`src/cie_cfg.svh`:
```
`ifndef CIE_CFG_SVH
`define CIE_CFG_SVH
// alu flag bit positions
`define CIE_FLAG_C 0
`define CIE_FLAG_DIG 1
`define CIE_FLAG_Z 2
`define CIE_FLAG_OVF 3
// reserved file addresses inside the core
`define CIE_ADDR_WORK 8'h0a
`define CIE_ADDR_ALU 8'h04
`define CIE_ADDR_PC_LO 8'h02
`define CIE_ADDR_PC_LATCH 8'h03
`define CIE_ADDR_BANK 8'h0f
// reset values
`define CIE_RST_BYTE 8'h00
`define CIE_RST_FLAGS 4'h0
// oscillator periods per instruction cycle
`define CIE_Q_PER_CYCLE 4
`endif

```
`src/cie_pkg.sv`:
```
package cie_pkg;
  typedef enum logic [2:0] {
    cie_op_nop_type_e,
    cie_op_to_periph,
    cie_op_bank_lo,
    cie_op_negate,
    cie_op_clear,
    cie_op_bitop,
    cie_op_store_w
  } cie_op_type;
  typedef enum logic [1:0] {
    cie_q1,
    cie_q2,
    cie_q3,
    cie_q4
  } cie_phase_type;
endpackage : cie_pkg

```
`src/cie_alu_if.sv`:
```
`timescale 1ns/1ps
interface cie_alu_if;
  logic [7:0] opa;
  logic [7:0] opb;
  logic [1:0] fn;
  logic [7:0] res;
  logic [3:0] flags;
  modport core (output opa, output opb, output fn, input res, input flags);
  modport alu (input opa, input opb, input fn, output res, output flags);
endinterface : cie_alu_if

```
`src/cie_core.sv`:
```
`timescale 1ns/1ps
`include "cie_cfg.svh"
//------------------------------------------------------------
//------------------------------------------------------------
module cie_core
  import cie_pkg::*;
(
  // clock and reset
  input wire logic clk_sys,
  input wire logic srst,
  // instruction from program memory, one per instruction cycle
  input wire logic [15:0] instr,
  // data register file
  output logic [7:0] file_addr,
  output logic file_rd,
  input wire logic [7:0] file_rdata,
  output logic file_we,
  output logic [7:0] file_wdata,
  // core state
  output logic [7:0] working_register,
  output logic [7:0] alu_flags_register,
  output logic [7:0] pc_low_byte,
  output logic [7:0] pc_high_byte,
  output logic [7:0] pc_high_latch,
  output logic [7:0] bank_select_register,
  // instruction cycle phase and divided clock
  output logic instr_strobe,
  output logic divided_clock_output
);
  cie_alu_if alu_b ();
  cie_alu u_alu (.a(alu_b));

  //------------------------------------------------------------
  // phase counter
  //------------------------------------------------------------
  cie_phase_type ph_r, ph_nxt;
  logic clko_r, clko_nxt;
  always_comb
  begin
    ph_nxt = (ph_r == cie_q4) ? cie_q1 : cie_phase_type'(ph_r + 2'd1);
    // high during q1-q2, low q3-q4: period of four oscillator cycles
    clko_nxt = (ph_nxt == cie_q1) || (ph_nxt == cie_q2);
  end
  always_ff @(posedge clk_sys)
  begin
    if (srst)
    begin
      ph_r <= cie_q1;
      clko_r <= 1'b1;
    end
    else
    begin
      ph_r <= ph_nxt;
      clko_r <= clko_nxt;
    end
  end
  assign divided_clock_output = clko_r;
  assign instr_strobe = (ph_r == cie_q1);

  //------------------------------------------------------------
  // decode
  //------------------------------------------------------------
  function automatic cie_op_type decode(input logic [15:0] i);
    if (i == 16'h0000)
      decode = cie_op_nop_type_e;
    else if (i[15:13] == 3'b011)
      decode = cie_op_to_periph;
    else if (i[15:8] == 8'hb8 && i[7:4] == 4'h0)
      decode = cie_op_bank_lo;
    else if (i[15:9] == 7'b0010110)
      decode = cie_op_negate;
    else if (i[15:9] == 7'b0010100)
      decode = cie_op_clear;
    // bank load with a nonzero unused field must not fall into the bit ops
    else if (i[15:14] == 2'b10 && i[11] && i[15:8] != 8'hb8)
      decode = cie_op_bitop;
    else if (i[15:8] == 8'h01)
      decode = cie_op_store_w;
    else
      decode = cie_op_nop_type_e;
  endfunction : decode

  // operand byte is captured in q2: in q4 the file address shows the destination
  logic [15:0] ir_r, ir_nxt;
  logic [7:0] rd_r, rd_nxt;
  cie_op_type op;
  always_comb
  begin
    ir_nxt = (ph_r == cie_q1) ? instr : ir_r;
    rd_nxt = file_rd ? file_rdata : rd_r;
  end
  always_ff @(posedge clk_sys)
  begin
    if (srst)
    begin
      ir_r <= 16'h0000;
      rd_r <= `CIE_RST_BYTE;
    end
    else
    begin
      ir_r <= ir_nxt;
      rd_r <= rd_nxt;
    end
  end
  assign op = decode(ir_r);

  //------------------------------------------------------------
  // operand read and execute
  //------------------------------------------------------------
  logic [7:0] faddr, daddr, src;
  logic [7:0] wr_val;
  logic to_file, to_w, rd_src, set_fl, clear_file_register_any, bitop_v;
  logic [7:0] w_r, w_nxt, fl_r, fl_nxt, pclo_r, pclo_nxt;
  logic [7:0] pchi_r, pchi_nxt, lat_r, lat_nxt, bank_r, bank_nxt;
  always_comb
  begin
    faddr = ir_r[7:0];
    daddr = faddr;
    to_file = 1'b0;
    to_w = 1'b0;
    rd_src = 1'b0;
    set_fl = 1'b0;
    alu_b.fn = 2'd0;
    alu_b.opa = 8'h00;
    alu_b.opb = 8'h00;
    bitop_v = 1'b0;
    clear_file_register_any = 1'b0;
    case (op)
      cie_op_to_periph:
      begin
        rd_src = 1'b1;
        daddr = {3'b000, ir_r[12:8]};
        to_file = 1'b1;
      end
      cie_op_negate:
      begin
        alu_b.fn = 2'd1;
        alu_b.opb = w_r;
        set_fl = 1'b1;
        to_file = 1'b1;
        to_w = ~ir_r[8];
      end
      cie_op_clear:
      begin
        alu_b.opb = 8'h00;
        set_fl = 1'b1;
        clear_file_register_any = 1'b1;
        to_file = 1'b1;
        to_w = ~ir_r[8];
      end
      cie_op_bitop:
      begin
        rd_src = 1'b1;
        bitop_v = 1'b1;
        to_file = 1'b1;
      end
      cie_op_store_w:
      begin
        alu_b.opb = w_r;
        to_file = 1'b1;
      end
      default:
        to_file = 1'b0;
    endcase
  end

  // source value, special registers answered inside the core
  function automatic logic [7:0] rd_sel(input logic [7:0] ad, input logic [7:0] ext,
    input logic [7:0] w, input logic [7:0] fl, input logic [7:0] pl,
    input logic [7:0] lat, input logic [7:0] bs);
    if (ad == `CIE_ADDR_WORK)
      rd_sel = w;
    else if (ad == `CIE_ADDR_ALU)
      rd_sel = fl;
    else if (ad == `CIE_ADDR_PC_LO)
      rd_sel = pl;
    else if (ad == `CIE_ADDR_PC_LATCH)
      rd_sel = lat;
    else if (ad == `CIE_ADDR_BANK)
      rd_sel = bs;
    else
      rd_sel = ext;
  endfunction : rd_sel

  logic [7:0] bit_mask, bit_res;
  logic exec;
  assign exec = (ph_r == cie_q4);
  assign src = rd_sel(faddr, rd_r, w_r, fl_r, pclo_r, lat_r, bank_r);
  always_comb
  begin
    bit_mask = 8'h01 << ir_r[10:8];
    // op 00 set, 01 clear, 10 and 11 toggle the selected bit only
    case (ir_r[13:12])
      2'b00: bit_res = src | bit_mask;
      2'b01: bit_res = src & ~bit_mask;
      default: bit_res = src ^ bit_mask;
    endcase
    if (bitop_v)
      wr_val = bit_res;
    else if (op == cie_op_to_periph)
      wr_val = src;
    else
      wr_val = alu_b.res;
  end

  always_comb
  begin
    w_nxt = w_r;
    fl_nxt = fl_r;
    pclo_nxt = pclo_r;
    pchi_nxt = pchi_r;
    lat_nxt = lat_r;
    bank_nxt = bank_r;
    if (exec)
    begin
      if (rd_src && faddr == `CIE_ADDR_PC_LO)
        lat_nxt = pchi_r;
      if (op == cie_op_bank_lo)
        bank_nxt = {bank_r[7:4], ir_r[3:0]};
      if (to_w || daddr == `CIE_ADDR_WORK && to_file)
        w_nxt = wr_val;
      if (to_file)
      begin
        if (daddr == `CIE_ADDR_ALU)
          fl_nxt = wr_val;
        else if (daddr == `CIE_ADDR_PC_LO)
        begin
          pclo_nxt = wr_val;
          pchi_nxt = lat_r;
        end
        else if (daddr == `CIE_ADDR_PC_LATCH)
          lat_nxt = wr_val;
        else if (daddr == `CIE_ADDR_BANK)
          bank_nxt = wr_val;
      end
      if (set_fl)
      begin
        // flags from the instruction win over the stored byte
        fl_nxt[`CIE_FLAG_Z] = alu_b.flags[`CIE_FLAG_Z];
        if (!clear_file_register_any)
          fl_nxt[`CIE_FLAG_OVF:`CIE_FLAG_C] = alu_b.flags;
        else if (daddr == `CIE_ADDR_ALU)
          fl_nxt[`CIE_FLAG_OVF:`CIE_FLAG_C] = 4'b0100;
      end
    end
  end
  always_ff @(posedge clk_sys)
  begin
    if (srst)
    begin
      w_r <= `CIE_RST_BYTE;
      fl_r <= `CIE_RST_BYTE;
      pclo_r <= `CIE_RST_BYTE;
      pchi_r <= `CIE_RST_BYTE;
      lat_r <= `CIE_RST_BYTE;
      bank_r <= `CIE_RST_BYTE;
    end
    else
    begin
      w_r <= w_nxt;
      fl_r <= fl_nxt;
      pclo_r <= pclo_nxt;
      pchi_r <= pchi_nxt;
      lat_r <= lat_nxt;
      bank_r <= bank_nxt;
    end
  end

  // file bus: read in q2, write in q4; nop touches neither
  always_comb
  begin
    file_rd = (ph_r == cie_q2) && rd_src;
    file_addr = exec ? daddr : faddr;
    file_we = exec && to_file && daddr > `CIE_ADDR_BANK;
    file_wdata = wr_val;
  end
  assign working_register = w_r;
  assign alu_flags_register = fl_r;
  assign pc_low_byte = pclo_r;
  assign pc_high_byte = pchi_r;
  assign pc_high_latch = lat_r;
  assign bank_select_register = bank_r;
endmodule : cie_core

```
`src/cie_alu.sv`:
```
`timescale 1ns/1ps
`include "cie_cfg.svh"
module cie_alu
  import cie_pkg::*;
(
  cie_alu_if.alu a
);
  logic [8:0] sum;
  logic [4:0] lo;
  always_comb
  begin
    sum = {1'b0, a.opa} + {1'b0, a.opb};
    lo = {1'b0, a.opa[3:0]} + {1'b0, a.opb[3:0]};
    a.res = sum[7:0];
    a.flags = `CIE_RST_FLAGS;
    // fn 0: pass opb, fn 1: negate opb, fn 2: add
    case (a.fn)
      2'd1:
      begin
        sum = {1'b0, ~a.opb} + 9'h001;
        lo = {1'b0, ~a.opb[3:0]} + 5'h01;
        a.res = sum[7:0];
        a.flags[`CIE_FLAG_C] = sum[8];
        a.flags[`CIE_FLAG_DIG] = lo[4];
        a.flags[`CIE_FLAG_OVF] = a.opb[7] & sum[7];
      end
      2'd2:
      begin
        a.flags[`CIE_FLAG_C] = sum[8];
        a.flags[`CIE_FLAG_DIG] = lo[4];
        a.flags[`CIE_FLAG_OVF] = (a.opa[7] == a.opb[7]) & (sum[7] != a.opa[7]);
      end
      default:
        a.res = a.opb;
    endcase
    a.flags[`CIE_FLAG_Z] = (a.res == 8'h00);
  end
endmodule : cie_alu

```
`config.mk`:
```
export PLATFORM = sky130hd
export DESIGN_NAME = cie_core
export DESIGN_NICKNAME = d
export VERILOG_FILES = /design/src/cie_pkg.sv /design/src/cie_alu_if.sv /design/src/cie_core.sv /design/src/cie_alu.sv
export VERILOG_INCLUDE_DIRS = /design/src /design/src/src
export SDC_FILE = /design/constraint.sdc
export NUM_CORES = 1
export LEC_CHECK = 0
export BUFFER_PORTS_ARGS = -buffer_cell sky130_fd_sc_hd__buf_2
export CAP_MARGIN = 40
export CORE_MARGIN = 4
export CORE_UTILIZATION = 48
export DETAILED_ROUTE_END_ITERATION = 12
export PLACE_DENSITY_LB_ADDON = 0.3
export SLEW_MARGIN = 20
export SYNTH_ARGS = -nofsm -noshare
export SYNTH_HDL_FRONTEND = slang
export SYNTH_HIERARCHICAL = 1
export SYNTH_SLANG_ARGS = --single-unit
export TNS_END_PERCENT = 1
```
`constraint.sdc`:
```
create_clock -name clk_sys -period 6.4 [get_ports clk_sys]
set_input_delay 0.64 -clock clk_sys [delete_from_list [all_inputs] [get_ports clk_sys]]
set_output_delay 0.64 -clock clk_sys [all_outputs]
set_load 0.1 [all_outputs]
```
==> flow_summary.yaml <==
outcome:
  status: "finished clean"
cts:
  cts_max_path_buffers: 2
  worstSkewPairLatency_ns: 0.34
  root_driver: "clkbuf_16"
  numCtsBuffers: 9
  cts.repair_timing.setup_buffer_count: 0
  cts.sinks: 75
  resized_after_cts: 0
  clkTransAtPathRegs_ns: 0.06
  clock_tree_from_tritoncts: "yes"
  htreeDepth: 3
  cts_hold_buffers: 0
synthesis:
  yosys_register_bits: 75
  synth-warning-count: 6
  ys_seq_area_share_pct: 26.6
  synth_edf_count: 0
  netlist_area_um2: 5650
  ys_async_sr_fraction_pct: 0
  yosysUniqueCellTypes: 98
  synth.avg_cell_area_um2: 8.00
  synth_flop_cell: "dfxtp_1"
  netlist_instances: 707
placement:
  detailed_placer_s_ending_hpwl_mm: 14.4
  port-buffer-count: 93
  number_of_placed_instances_with_taps_included: 915
  final_wtd_congestion: 0.957
setup_path:
  endpoint_kind: "primary output"
  arrival_ns: 4.74
  max_stage_delay_on_crit_path_ns: 0.81
  worst_reg_to_reg_setup_slack_ns: 1.78
  crit_chain: "nand2b_1 -> nor3_1 -> nand2b_1 -> and2_1 -> nor3_1 -> and3b_1 -> ha_1 -> nor3b_1 -> a211o_2 -> nand3_1 -> nand2_1 -> nor2_1 -> inv_1 -> buf_2"
  critical_path_startpoint_category: "flip-flop"
  critical_path_required_ns: 5.76
  timing.critical_path.slowest_stage_cell: "dfxtp_1"
  critPathMaxFanout: 19
  timing.setup.critical_path_class: "reg -> out"
routing:
  drt_iter0_markers: 648
  ant_nets: 0
  drt-pass1-iter-count: 5
  dr_total_vias: 5944
  route.detailed.vias_per_inst: 6.36
  routed_wire_length_per_instance_um: 20.8
  drc_errors: 0
  postRouteWirelength_mm: 19.4
timing:
  maxSlewHeadroom_pct: 40.2
  final.min_clock_period_ns: 5.38
  timing.final.setup_violations: 0
  final-hold-violation-count: 0
  fin_crit_sh_pct: 84.1
  fmaxAchievable_mhz: 186
  total_neg_setup_slack_ns: 0
  worst_clock_skew_ns: 0.00460
  grt_setup_unrepaired: "false"
  maxSlewViolCount: 0
  worst-slew-pin-transition_ns: 0.885
layout:
  layout-drive-gt1-share_pct: 20.7
  seq_area_um2: 1500
  insertedDiodeCount: 0
  area_used_by_multi_input_combinational_logic_um2: 3790
  filler_free_cell_count_of_the_finished_design: 934
  synthToLayoutAreaGrowth_pct: 16.2
  layout.cells.most_common: "buf_2"
  final_nets: 845
  nFillCells: 1064
  mostFrequentLayoutCells: "buf_2 (95), nor2_1 (85), dfxtp_1 (75)"
floorplan:
  die_width_um: 117
  floorplan.rows: 39
  ioPinCount: 94
  starting_utilization_of_the_core_area_pct: 49.3
  coreArea_um2: 11500
  floorplan.die.height_um: 117
  design.die.area_um2: 13600
run:
  timing.max_cap.violations: 0
global_routing:
  grt_first_pass_wirelength_mm: 30.3
  globalRouteOverflowTotal: 0
  grt_antenna_before_repair: 0
  grt_max_degree: 42
  global_route.usage.total_pct: 28.8
  grt_pass1_vias: 5510
power:
  power.ir.vdd_worst_v: 0.000218
  power-per-cell-area_nw_per_um2: 219
  power.leakage_nw: 2.89
min_path:
  min-delay-path-class: "reg -> reg"
[layer usage]
metal	vias up	global-route usage, %	wire length [um]
met5	-	0	0
met1	2800	39.0	8190
met4	0	10.5	703
met3	60	8.55	2020
met2	352	43.5	8480
li1	2732	-	-
[state kept, by name, summed over array words and instances, names as in the netlist]
signal / flops
ir_r: 16
alu_flags_register: 8
bank_select_register: 8
pc_high_byte: 8
pc_high_latch: 8
pc_low_byte: 8
rd_r: 8
working_register: 8
ph_r: 2
divided_clock_output: 1
[path summary, 6_finish.rpt]
path	startpoint	cells past startpoint	endpoint
max	ir_r[13]$_SDFFE_PP0P_	14	file_wdata[7]
min	ph_r[0]$_SDFF_PP0_	1	ph_r[0]$_SDFF_PP0_
max reg2reg	ir_r[13]$_SDFFE_PP0P_	13	alu_flags_register[2]$_SDFFE_PP0P_
min reg2reg	ph_r[0]$_SDFF_PP0_	1	ph_r[0]$_SDFF_PP0_
[cell usage after synthesis, drive strengths merged, types with 4 or more instances]
library cell / instances / share of area (%)
mux2i: 39 / 6.9
nor3b: 8 / 1.2
inv: 47 / 3.1
a211oi: 26 / 3.5
nor2: 86 / 5.8
and2: 18 / 2.0
a31o: 4 / 0.62
nor2b: 11 / 1.2
nand3: 15 / 1.3
nor4: 8 / 1.1
a31oi: 8 / 0.89
or3: 9 / 1.1
and3: 6 / 0.66
nor3: 30 / 2.9
or2: 5 / 0.55
ha: 31 / 6.9
o22ai: 4 / 0.55
a21o: 9 / 1.2
a221oi: 4 / 0.73
o21ai: 21 / 1.9
nand2: 44 / 2.9
a22o: 4 / 0.62
dfxtp: 75 / 27
clkbuf: 32 / 2.2
nand3b: 6 / 0.80
or4: 4 / 0.66
mux2: 5 / 1.0
buf: 14 / 1.6
o211ai: 11 / 1.5
a21oi: 30 / 2.7
a221o: 5 / 0.89
nand2b: 12 / 1.5
a2111oi: 6 / 1.4
[power by group]
part | internal [W] | switching [W] | leakage, nW
Combinational | 0.000105 | 0.000249 | 2.12
Sequential | 0.000481 | 0.0000380 | 0.608
Clock | 0.000361 | 0.000204 | 0.162
[worst max-delay path, delay by kind of cell (launching register included)]
kind | cells | cell delay (ns)
compound gates | 1 | 0.31
flops | 1 | 0.81
fa+ha+maj | 1 | 0.27
buf+inv | 2 | 0.39
simple gates | 10 | 2.62
[kinds of logic (layout without fill, tap and decap cells)]
family,after synthesis,count (layout),share of synthesized area [%]
AOI/OAI and AO/OA,178,178,24.3
xor gates and xnor gates,2,2,0.310
adders and majority gates,32,32,7.22
buffers and inverters,95,168,7.15
DFF,75,75,26.6
muxes,44,44,7.90
other,1,12,0.0663
and+or+nand+nor,280,280,26.5
[per-stage QoR]
step                      hold WS [ns]  worst slack (ns)  area (um^2)  total power (W)  util [%]
after floorplan                  0.455              2.05         5690         0.000786         -
after global placement           0.468              1.61         6160         0.000858      53.7
after detailed placement         0.479              1.51         6190         0.000868      54.0
after CTS                        0.490              1.12         6520          0.00143      56.9
after global routing             0.503             0.657         6570          0.00149      57.3
final                            0.487              1.02         6570          0.00144      57.3
[cell type report]
cell class | count | share of cell area, %
Clock buffer | 11 | 3.85
Clock inverter | 4 | 1.12
Inverter | 48 | 2.74
Multi-Input combinational cell | 548 | 57.8
Sequential cell | 75 | 22.9
Tap cell | 143 | 2.72
Timing Repair Buffer | 105 | 8.92
No activity file was read; power rests on OpenSTA's default activity.
